--- config.mk ---
export PLATFORM = sky130hd
export DESIGN_NAME = txpm_top
export DESIGN_NICKNAME = d
export VERILOG_FILES = /design/src/logic/txpm_pkg.sv /design/src/logic/txpm_top.sv
export VERILOG_INCLUDE_DIRS = /design/src /design/src/logic
export SDC_FILE = /design/constraint.sdc
export NUM_CORES = 1
export LEC_CHECK = 0
export BUFFER_PORTS_ARGS = -buffer_cell sky130_fd_sc_hd__buf_2
export CORE_ASPECT_RATIO = 0.75
export CORE_MARGIN = 2
export CORE_UTILIZATION = 55
export DETAILED_ROUTE_END_ITERATION = 8
export PLACE_DENSITY = 0.87
export SYNTH_ARGS = -nofsm -noshare
export SYNTH_HDL_FRONTEND = slang
export SYNTH_SLANG_ARGS = --single-unit
--- constraint.sdc ---
create_clock -name clk -period 2.1 [get_ports clk]
set_clock_uncertainty 0.2 [all_clocks]
set_input_delay 0.42 -clock clk [delete_from_list [all_inputs] [get_ports clk]]
set_output_delay 0.42 -clock clk [all_outputs]
set_load 0.05 [all_outputs]
--- src/logic/txpm_params.svh ---
`ifndef TXPM_PARAMS_SVH
`define TXPM_PARAMS_SVH

// Register offsets
`define TXPM_OFF_COUNT0 8'hd0
`define TXPM_OFF_COUNT1 8'hd1
`define TXPM_OFF_COUNT2 8'hd2
`define TXPM_OFF_COUNT3 8'hd3
`define TXPM_OFF_ERR 8'hd4
`define TXPM_OFF_UPD_REQ 8'hd6
`define TXPM_OFF_UPD_DONE 8'hd7
`define TXPM_OFF_LAPS_EN 8'hd8
`define TXPM_OFF_LAPS_ADDR 8'hd9
`define TXPM_OFF_LAPS_CTRL 8'hda
`define TXPM_OFF_IRQ_STAT 8'he0
`define TXPM_OFF_IRQ_MASK 8'he1

// Reset values
`define TXPM_RST_LAPS_ADDR 8'h04
`define TXPM_RST_LAPS_CTRL 8'h03

// Interrupt status bit positions
`define TXPM_IRQ_DONE 0
`define TXPM_IRQ_ADDR_BAD 1
`define TXPM_IRQ_CTRL_BAD 2
`define TXPM_IRQ_W 3

// Fill and flag octet
`define TXPM_FLAG 8'h7e

`endif

--- src/logic/txpm_pkg.sv ---
`default_nettype none
package txpm_pkg;

  typedef enum logic [1:0] {
    TXPM_IDLE = 2'h0,
    TXPM_HDR_CTRL = 2'h1,
    TXPM_BODY = 2'h3
  } txpm_tx_st_t;

  typedef struct packed {
    txpm_tx_st_t st;
    logic [7:0] sh;
    logic [2:0] bitc;
    logic ser;
    logic clean;
    logic bsync;
    logic [31:0] live;
    logic [31:0] snap;
    logic err_trig;
    logic req;
    logic done;
    logic laps;
    logic [7:0] addr;
    logic [7:0] ctrl;
    logic [2:0] irq_st;
    logic [2:0] irq_mask;
    logic [7:0] rdata;
    logic rxd_s1;
    logic rxd_s2;
    logic rxb_s1;
    logic rxb_s2;
    logic rxf_s1;
    logic rxf_s2;
    logic [7:0] rx_sh;
    logic [2:0] rx_bitc;
    logic [1:0] rx_pos;
  } txpm_state_t;

endpackage
`default_nettype wire

--- src/logic/txpm_top.sv ---
// What this block does
// - Keep a 32-bit count of sent packet bytes, readable as four bytes.
// - Each rising edge of the error bit inverts exactly one sent bit.
// - Rising update bit copies live counters to snapshot, restarts live ones.
// - Raise the update done flag once the snapshot has been taken.
// - Clear the update done flag when software clears the update bit.
// - One enable bit turns on encapsulation for transmit and receive together.
// - Transmit wraps each frame in a header; receive checks incoming headers.
// - In encapsulation mode no HDLC opening flag framing is applied.
// - In encapsulation mode mark each sent byte's first bit on sync out.
// - Programmed address goes in each sent header, expected on receive.
// - Programmed control goes in each sent header, expected on receive.
`timescale 1ns/10ps
`include "txpm_params.svh"
`default_nettype none
module txpm_top (
  input wire logic clk, // 125 MHz clock
  input wire logic arst_n, // Async reset, active low
  input wire logic [7:0] reg_addr, // Register offset
  input wire logic [7:0] reg_wdata, // Write data
  input wire logic reg_wr, // Write strobe
  input wire logic reg_rd, // Read strobe
  output logic [7:0] reg_rdata, // Read data, cycle after strobe
  output logic irq, // Level interrupt
  input wire logic [7:0] pkt_data, // Packet byte to send
  input wire logic pkt_valid, // Packet byte present
  input wire logic pkt_last, // Last byte of frame
  output logic pkt_ready, // Byte taken this cycle
  output logic tx_serial_out, // Serial transmit data
  output logic tx_byte_boundary_out, // First bit of a sent byte
  input wire logic rx_serial_in, // Serial receive data pin
  input wire logic rx_byte_boundary_in, // First bit of a received byte
  input wire logic rx_frame_start_in // First byte of a received frame
);

  txpm_pkg::txpm_state_t q;
  txpm_pkg::txpm_state_t d;

  logic load;
  logic take;
  logic upd_rise;
  logic err_rise;
  logic rx_byte_done;
  logic [7:0] rx_byte;
  logic [7:0] next_byte;
  logic [2:0] events;
  logic [2:0] w1c;
  logic [31:0] live_inc;

  always_comb
  begin
    d = q;
    load = (q.bitc == 3'h0);
    take = 1'b0;
    next_byte = `TXPM_FLAG;
    upd_rise = 1'b0;
    err_rise = 1'b0;
    events = 3'h0;
    w1c = 3'h0;
    live_inc = q.live;

    // Transmit framer, one byte fetched every eighth bit
    if (load)
    begin
      case (q.st)
        txpm_pkg::TXPM_IDLE:
        begin
          if (pkt_valid)
          begin
            if (q.laps)
            begin
              next_byte = q.addr;
              d.st = txpm_pkg::TXPM_HDR_CTRL;
            end
            else
            begin
              // Opening flag only outside encapsulation mode
              next_byte = `TXPM_FLAG;
              d.st = txpm_pkg::TXPM_BODY;
            end
          end
        end
        txpm_pkg::TXPM_HDR_CTRL:
        begin
          next_byte = q.ctrl;
          d.st = txpm_pkg::TXPM_BODY;
        end
        txpm_pkg::TXPM_BODY:
        begin
          // Underrun sends fill rather than stalling the line
          if (pkt_valid)
          begin
            take = 1'b1;
            next_byte = pkt_data;
            if (pkt_last)
            begin
              d.st = txpm_pkg::TXPM_IDLE;
            end
          end
        end
        default:
        begin
          d.st = txpm_pkg::TXPM_IDLE;
        end
      endcase
      d.sh = next_byte;
    end
    else
    begin
      d.sh = {q.sh[6:0], 1'b0};
    end
    d.bitc = q.bitc + 3'h1;
    d.bsync = load & q.laps;

    if (take)
    begin
      live_inc = q.live + 32'h1;
    end

    // Register writes
    if (reg_wr)
    begin
      if (reg_addr == `TXPM_OFF_ERR)
      begin
        err_rise = reg_wdata[0] & ~q.err_trig;
        d.err_trig = reg_wdata[0];
      end
      else if (reg_addr == `TXPM_OFF_UPD_REQ)
      begin
        upd_rise = reg_wdata[0] & ~q.req;
        d.req = reg_wdata[0];
      end
      else if (reg_addr == `TXPM_OFF_LAPS_EN)
      begin
        d.laps = reg_wdata[0];
      end
      else if (reg_addr == `TXPM_OFF_LAPS_ADDR)
      begin
        d.addr = reg_wdata;
      end
      else if (reg_addr == `TXPM_OFF_LAPS_CTRL)
      begin
        d.ctrl = reg_wdata;
      end
      else if (reg_addr == `TXPM_OFF_IRQ_STAT)
      begin
        w1c = reg_wdata[2:0];
      end
      else if (reg_addr == `TXPM_OFF_IRQ_MASK)
      begin
        d.irq_mask = reg_wdata[2:0];
      end
    end

    // Byte sent in the update cycle stays in the new period
    if (upd_rise)
    begin
      d.snap = q.live;
      d.live = take ? 32'h1 : 32'h0;
    end
    else
    begin
      d.live = live_inc;
    end
    d.done = d.req & q.req;

    // Error bit rides on the bit sent at the write edge
    d.clean = load ? next_byte[7] : q.sh[6];
    d.ser = d.clean ^ err_rise;

    // Receive side: sync pins, then assemble bytes on line boundaries
    d.rxd_s1 = rx_serial_in;
    d.rxd_s2 = q.rxd_s1;
    d.rxb_s1 = rx_byte_boundary_in;
    d.rxb_s2 = q.rxb_s1;
    d.rxf_s1 = rx_frame_start_in;
    d.rxf_s2 = q.rxf_s1;
    d.rx_sh = {q.rx_sh[6:0], q.rxd_s2};
    d.rx_bitc = q.rxb_s2 ? 3'h1 : q.rx_bitc + 3'h1;
    rx_byte = {q.rx_sh[6:0], q.rxd_s2};
    rx_byte_done = (q.rx_bitc == 3'h7) & ~q.rxb_s2;
    if (q.rxf_s2)
    begin
      d.rx_pos = 2'h0;
    end
    else if (rx_byte_done && q.rx_pos != 2'h2)
    begin
      d.rx_pos = q.rx_pos + 2'h1;
    end
    if (rx_byte_done && q.laps && !q.rxf_s2)
    begin
      events[`TXPM_IRQ_ADDR_BAD] = (q.rx_pos == 2'h0) &&
        (rx_byte != q.addr);
      events[`TXPM_IRQ_CTRL_BAD] = (q.rx_pos == 2'h1) &&
        (rx_byte != q.ctrl);
    end
    events[`TXPM_IRQ_DONE] = d.done & ~q.done;

    // New event wins over a clear in the same cycle
    d.irq_st = (q.irq_st & ~w1c) | events;

    // Register reads
    d.rdata = 8'h00;
    if (reg_rd)
    begin
      if (reg_addr == `TXPM_OFF_COUNT0)
      begin
        d.rdata = q.snap[7:0];
      end
      else if (reg_addr == `TXPM_OFF_COUNT1)
      begin
        d.rdata = q.snap[15:8];
      end
      else if (reg_addr == `TXPM_OFF_COUNT2)
      begin
        d.rdata = q.snap[23:16];
      end
      else if (reg_addr == `TXPM_OFF_COUNT3)
      begin
        d.rdata = q.snap[31:24];
      end
      else if (reg_addr == `TXPM_OFF_ERR)
      begin
        d.rdata = {7'h00, q.err_trig};
      end
      else if (reg_addr == `TXPM_OFF_UPD_REQ)
      begin
        d.rdata = {7'h00, q.req};
      end
      else if (reg_addr == `TXPM_OFF_UPD_DONE)
      begin
        d.rdata = {7'h00, q.done};
      end
      else if (reg_addr == `TXPM_OFF_LAPS_EN)
      begin
        d.rdata = {7'h00, q.laps};
      end
      else if (reg_addr == `TXPM_OFF_LAPS_ADDR)
      begin
        d.rdata = q.addr;
      end
      else if (reg_addr == `TXPM_OFF_LAPS_CTRL)
      begin
        d.rdata = q.ctrl;
      end
      else if (reg_addr == `TXPM_OFF_IRQ_STAT)
      begin
        d.rdata = {5'h00, q.irq_st};
      end
      else if (reg_addr == `TXPM_OFF_IRQ_MASK)
      begin
        d.rdata = {5'h00, q.irq_mask};
      end
    end
  end

  always_ff @(posedge clk or negedge arst_n)
  begin
    if (!arst_n)
    begin
      q <= '0;
      q.st <= txpm_pkg::TXPM_IDLE;
      q.addr <= `TXPM_RST_LAPS_ADDR;
      q.ctrl <= `TXPM_RST_LAPS_CTRL;
      // No header check on line junk before the first frame start
      q.rx_pos <= 2'h2;
    end
    else
    begin
      q <= d;
    end
  end

  assign reg_rdata = q.rdata;
  assign irq = |(q.irq_st & q.irq_mask);
  assign pkt_ready = take;
  assign tx_serial_out = q.ser;
  assign tx_byte_boundary_out = q.bsync;
endmodule
`default_nettype wire

==> flow_summary_export.csv, run 1 <==
group,metric,value,unit
setup_path,critPathBufInv,2,
floorplanning,die_x,130,um
sta,holdWs,0.0426,ns
yosys,synth.avg_cell_area,10.1,sq um
placement,pre_cts_ws,-0.132,ns
yosys,synth_seq_cells,130,
setup_path,worstSetupStartpointType,"flop",
cts,tritoncts,"done",
yosys,synth.area.top_cells,"dfrtp_1 48%, nand2_1 7.0%, mux2_2 3.8%",
route,routed_via_density,6.15,
setup_path,worst_r2r_startpoint,"q[97]",
global_routing,grt_use_total,0.304,
setup_path,r2r-end,"q[105]",
setup_path,cp_slowest_stage_delay,0.48,ns
cts,cts_made_buffers,17,
yosys,syn-cell-area,6590,sq um
yosys,synthArstFlopShare,1.00,
yosys,ys_seq_area_frac,0.495,
sta,period_needed,2.26,ns
setup_path,crit_required,1.48,ns
global_routing,grt-ovfl-total,0,
sta,period_share,1.08,
final_layout,layout_commonest_cell,"dfrtp_1",
cts,clkLatencyLatePin,0.42,ns
power,power_density,802,nW/um^2
yosys,ys_types,59,
route,ant_nets,0,
yosys,synth_fp_nets,696,
final_layout,areaGrowthSynthToFinish,27.8,%
yosys,netlist_instances,655,
yosys,synth_warnings,0,
route,drt-initial-drc-count,835,
cts,cts_root_buffer,"clkbuf_16",
power,p_total,6.75,mW
setup_path,cp.arrival,1.64,ns
floorplanning,rows,34,
cts,clk_path_buf_depth,2,
sta,hold_viol,0,
placement,gp_congestion,0.928,
setup_path,cp.depth,3,
setup_path,r2r_cells,6,
sta,fmax,443,MHz
setup_path,path_max_fanout,2,
sta,setup_violations,13,
sta,rsz0062_at_grt,"yes",
hold_path,hold_class,"in2reg",
setup_path,crit_end,"irq",
placement,hpwl,12000,um
floorplanning,start_util,0.565,
route,wl_per_cell,20.5,um
setup_path,regToRegSetupSlack,-0.08,ns
floorplanning,die_area,12900,sq um
setup_path,critPathKind,"reg2out",
setup_path,crit_family,"compound AO/OA/AOI/OAI gates",
yosys,yosysTopAreaCell,"dfrtp_1",
sta,fin_ws,-0.158,ns
sta,slew_violations,0,
final_layout,final_cell_mix,"126 x dfrtp_1, 123 x nand2_1, 75 x buf_4",
global_routing,grt_pass1_vias,5721,
yosys,synth_top_area_frac,0.479,
cts,clk_pin_slew,0.06,ns
floorplanning,die_h,98.8,um
setup_path,setup.worst_path.start,"q[32]",
sta,maxSlewHeadroom,0.574,
final_layout,nets,800,
placement,io_buffers,44,
global_routing,antenna_found_initial,0,
route,routed_wl,19200,um
cts,h-tree-depth,4,
floorplanning,coreArea,11700,sq um
setup_path,path_cells,"a222oi_1 -> inv_1 -> buf_6",
final_layout,drive_gt1_frac,0.288,
global_routing,grt_pass1_wl,29700,um
yosys,synth-edff-count,0,
power,peakVddDrop,0.000571,V
setup_path,end_kind,"output port",
route,drc,0,
run,maxCapViolCount,0,
power,leakagePower,3.88,nW
floorplanning,io_pins,45,
outcome,status,"finished with violations",
yosys,yosys_most_used_dff,"dfrtp_1",
sta,tightest_slew,0.638,ns
setup_path,critPathSlowestCell,"a222oi_1",
global_routing,grt_start_max_net_pins,53,
route,vias,5742,
final_layout,num-fill-cells,751,
cts,cts_sinks,130,
route,dr.pass1.iters,6,
outcome,violations,"negative setup slack",
final_layout,antenna_cells,0,
[state kept, by name, summed over array words and instances, names as in the netlist]
signal / flops
d: 11
tx_byte_boundary_out: 1
reg_rdata: 8
tx_serial_out: 1
q: 109
[cells by family after synthesis]
| group | Yosys count | synth area share |
|---|---|---|
| xor+xnor | 49 | 0.0652 |
| compound gates | 120 | 0.147 |
| flops | 130 | 0.495 |
| buf+inv | 66 | 0.0483 |
| simple gates | 256 | 0.186 |
| mux | 26 | 0.0437 |
| fa+ha+maj | 8 | 0.0152 |
[tightest hold or removal path, cell delays in order]
cell	delay, ns
buf_2	0.08
a2bb2oi_1	0.05
nor2_1	0.08
[worst min-delay path by stage]
| stage | from | endpoint | slack (ns) | depth (start not counted) |
|---|---|---|---|---|
| floorplan | arst_n | d[10] | -0.08 | 0 |
| global placement | d[17] | d[5] | 0.13 | 0 |
| detailed placement | d[17] | d[5] | 0.13 | 0 |
| CTS | pkt_data[0] | q[123] | 0.04 | 3 |
| global route | reg_wdata[4] | q[45] | 0.05 | 2 |
| finish | pkt_data[0] | q[123] | 0.04 | 3 |
[synth_stat cells (3+ instances only)]
| library cell | instances |
|---|---|
| dfrtp_1 | 126 |
| nand2_1 | 123 |
| nor2_1 | 38 |
| xnor2_1 | 28 |
| o21ai_0 | 26 |
| a21oi_1 | 25 |
| clkbuf_1 | 23 |
| mux2_2 | 22 |
| xor2_1 | 21 |
| nand3_1 | 18 |
| inv_1 | 17 |
| and3_1 | 12 |
| buf_4 | 12 |
| a22oi_1 | 10 |
| nor3_1 | 9 |
| ha_1 | 8 |
| o211ai_1 | 8 |
| a2111oi_4 | 7 |
| a211oi_1 | 7 |
| nand2b_1 | 7 |
| nand4_1 | 7 |
| nor2b_1 | 7 |
| o22ai_1 | 6 |
| a2111oi_0 | 5 |
| and2_1 | 5 |
| and4_1 | 5 |
| buf_1 | 5 |
| buf_2 | 5 |
| nor4_1 | 5 |
| a2111oi_2 | 4 |
| a2bb2oi_1 | 4 |
| dfstp_2 | 4 |
| mux2i_1 | 4 |
| nor2_2 | 4 |
| a21boi_0 | 3 |
| a31oi_1 | 3 |
| nand4b_1 | 3 |
| nor3b_1 | 3 |
[report_power, final]
group | internal (mW) | leakage, nW | switching (mW)
clock | 2.24 | 0.322 | 1.17
sequential | 2.63 | 1.72 | 0.0941
combinational | 0.252 | 1.83 | 0.369
total | 5.12 | 3.88 | 1.63
[timing repair]
| action | 4_1_cts | 5_1_grt |
|---|---|---|
| gates resized for setup | 14 | 22 |
| hold buffers | 4 | 0 |
| endpoints found under the setup margin | 25 | 23 |
| pin swaps | 19 | 14 |
| endpoints found under the hold margin | 28 | 0 |
| setup buffers | 9 | 12 |
[stage by stage]
step	instance area [sq um]	instances	TNS, ns	util
after floorplan	6620	655	-0.0155	-
after global placement	7350	878	-0.659	0.630
after detailed placement	7350	878	-2.21	0.630
after CTS	8190	923	-1.05	0.703
after global routing	8420	934	-1.18	0.722
final	8420	934	-0.606	0.722
[routing by layer]
metal,vias to the layer above,part of all wire,track usage
met4,0,0.032,0.110
met2,376,0.47,0.458
li1,2485,-,-
met5,-,0,0
met3,68,0.10,0.0907
met1,2813,0.40,0.420
[layout make-up]
type / instances / area, sq um / share of cell area
Tap cell: 162 / 203 / 0.0241
Multi-Input combinational cell: 459 / 3200 / 0.380
Sequential cell: 130 / 3260 / 0.387
Inverter: 19 / 78.8 / 0.00937
Clock inverter: 15 / 254 / 0.0302
Timing Repair Buffer: 132 / 1000 / 0.119
Clock buffer: 17 / 425 / 0.0506
No activity file was read; power rests on OpenSTA's default activity.
==> inputs of run 2 (changes only) <==
--- a/config.mk
+++ b/config.mk
@@ -7,7 +7,7 @@
 export NUM_CORES = 1
 export LEC_CHECK = 0
 export BUFFER_PORTS_ARGS = -buffer_cell sky130_fd_sc_hd__buf_2
-export CORE_ASPECT_RATIO = 0.75
+export CORE_ASPECT_RATIO = 0.9
 export CORE_MARGIN = 2
 export CORE_UTILIZATION = 55
 export DETAILED_ROUTE_END_ITERATION = 8
==> run 2 against run 1 <==
  * Register-to-register slack hardly changed
  * Combinational power shrank 3.5%
  * Count of clock-buffer cells in the layout did not move
  * Sequential share of layout area decreased by 0.16 points
  * Routed wire length increased by 1.1%
  * Critical path depth rose by 4
  * Critical path type unchanged
  * Clock power is essentially flat
  * The flow still finishes with violations (negative setup slack)
  * Die area hardly changed
  * Final area up 0.42%
  * Largest power group unchanged
==> flow_summary_export.csv, run 2 (synthesis results as in run 1) <==
group,metric,value,unit
outcome,status,"finished with violations",
outcome,violations,"negative setup slack",
final_layout,largest_reg_flops,109,
floorplanning,die_area,12900,sq um
final_layout,antenna_cells,0,
global_routing,grt_use_total,0.310,
power,p_clk_frac,0.503,
setup_path,critPathBufInv,4,
sta,maxSlewHeadroom,0.603,
setup_path,path_max_fanout,4,
global_routing,grt-ovfl-total,0,
setup_path,crit_family,"flip-flops",
floorplanning,rows,37,
setup_path,cp.arrival,1.62,ns
setup_path,worstSetupStartpointType,"flop",
run,maxCapViolCount,0,
placement,gp_congestion,0.867,
cts,cts_sinks,130,
route,wl_per_cell,20.9,um
final_layout,final_cell_mix,"126 x dfrtp_1, 123 x nand2_1, 67 x buf_4",
sta,hold_viol,0,
sta,tightest_slew,0.594,ns
power,switching_power,1.63,mW
sta,slew_violations,0,
sta,fin_ws,-0.136,ns
final_layout,nets,797,
route,ant_nets,0,
route,vias,5754,
final_layout,areaGrowthSynthToFinish,28.3,%
power,pwr-share-comb,0.089,
sta,holdWs,0.0297,ns
cts,clkLatencyLatePin,0.43,ns
final_layout,layout_commonest_cell,"dfrtp_1",
global_routing,grt_pass1_wl,30500,um
cts,h-tree-depth,4,
floorplanning,coreArea,11600,sq um
cts,cts_root_buffer,"clkbuf_16",
setup_path,critPathKind,"reg2out",
sta,setup_violations,16,
setup_path,path_cells,"inv_2 -> ha_4 -> nand2b_4 -> nand2b_4 -> buf_12 -> clkinv_8 -> buf_12",
placement,hpwl,11100,um
route,routed_wl,19400,um
power,leakagePower,3.88,nW
sta,fmax,447,MHz
final_layout,drive_gt1_frac,0.294,
floorplanning,start_util,0.569,
cts,tritoncts,"done",
setup_path,critPathSlowestCell,"dfrtp_1",
power,power_density,794,nW/um^2
route,drt-initial-drc-count,822,
global_routing,antenna_found_initial,0,
cts,cts_made_buffers,17,
cts,clk_path_buf_depth,2,
route,drc,0,
final_layout,largest_register,"q",
power,p_seq_frac,0.407,
sta,period_needed,2.24,ns
floorplanning,die_h,108,um
final_layout,fin_cells,925,
power,p_sw_frac,0.243,
placement,dpl.cell_count,868,
placement,io_buffers,44,
power,intPower,5.08,mW
sta,rsz0062_at_grt,"yes",
power,peakVddDrop,0.00106,V
setup_path,crit_required,1.48,ns
floorplanning,io_pins,45,
global_routing,grt_start_max_net_pins,57,
setup_path,cp_slowest_stage_delay,0.40,ns
global_routing,grt_pass1_vias,5770,
setup_path,regToRegSetupSlack,-0.08,ns
sta,period_share,1.06,
hold_path,hold_class,"in2reg",
setup_path,end_kind,"output port",
placement,pre_cts_ws,-0.304,ns
floorplanning,die_x,119,um
cts,clk_pin_slew,0.06,ns
route,routed_via_density,6.22,
route,dr.pass1.iters,6,
-- run 2: layout make-up --
cell class	instances	area [sq um]
repair buffers	129	1040
fillers	698	3120
well taps	156	195
clock buffers	17	425
clock inverters	15	239
multi-input cells	459	3210
flip-flops and latches	130	3260
inverters	19	83.8
-- run 2: per-stage QoR --
stage,total power [mW],setup TNS (ns),utilization,instance area (sq um)
finish,6.71,-1.01,0.730,8450
global route,6.88,-2.16,0.730,8450
CTS,6.66,-0.447,0.717,8300
detailed placement,3.32,-2.00,0.635,7350
global placement,3.27,-0.741,0.635,7350
floorplan,3.08,-0.0155,-,6620
-- run 2: power by group through the flow --
stage	clock, mW	combinational [mW]	sequential, mW
3_5_place_dp	0	0.557	2.76
6_report	3.38	0.600	2.73
4_1_cts	3.36	0.576	2.72
3_3_place_gp	0	0.519	2.75
5_1_grt	3.48	0.654	2.74
2_1_floorplan	0	0.328	2.75
-- run 2: worst paths after layout --
check,start,end,depth (start not counted)
hold reg to reg,d[15],q[15],0
max in group asynchronous,arst_n,q[1],3
min in group asynchronous,arst_n,q[31],3
setup / recovery,q[121],pkt_ready,7
hold / removal,pkt_data[0],q[123],3
setup reg to reg,q[97],q[110],6
-- run 2: metal layers --
metal | share of wire | vias up | wire length, um | global-route usage
met3 | 0.085 | 108 | 1640 | 0.0524
met5 | 0 | - | 0 | 0
met2 | 0.48 | 379 | 9310 | 0.507
li1 | - | 2474 | - | -
met1 | 0.38 | 2793 | 7360 | 0.397
met4 | 0.054 | 0 | 1040 | 0.166
-- run 2: what timing repair did --
| action | 4_1_cts | 5_1_grt |
|---|---|---|
| endpoints found under the setup margin | 21 | 29 |
| resized for setup | 25 | 17 |
| pin swaps | 24 | 14 |
| setup buffers | 14 | 7 |
| cloned | 0 | 0 |
| hold endpoints to repair | 129 | 0 |
| hold buffers | 4 | 0 |
-- run 2: worst min-delay path, cell delays in order --
cell and delay (ns):
buf_2 0.07, a2bb2oi_1 0.05, nor2_1 0.08
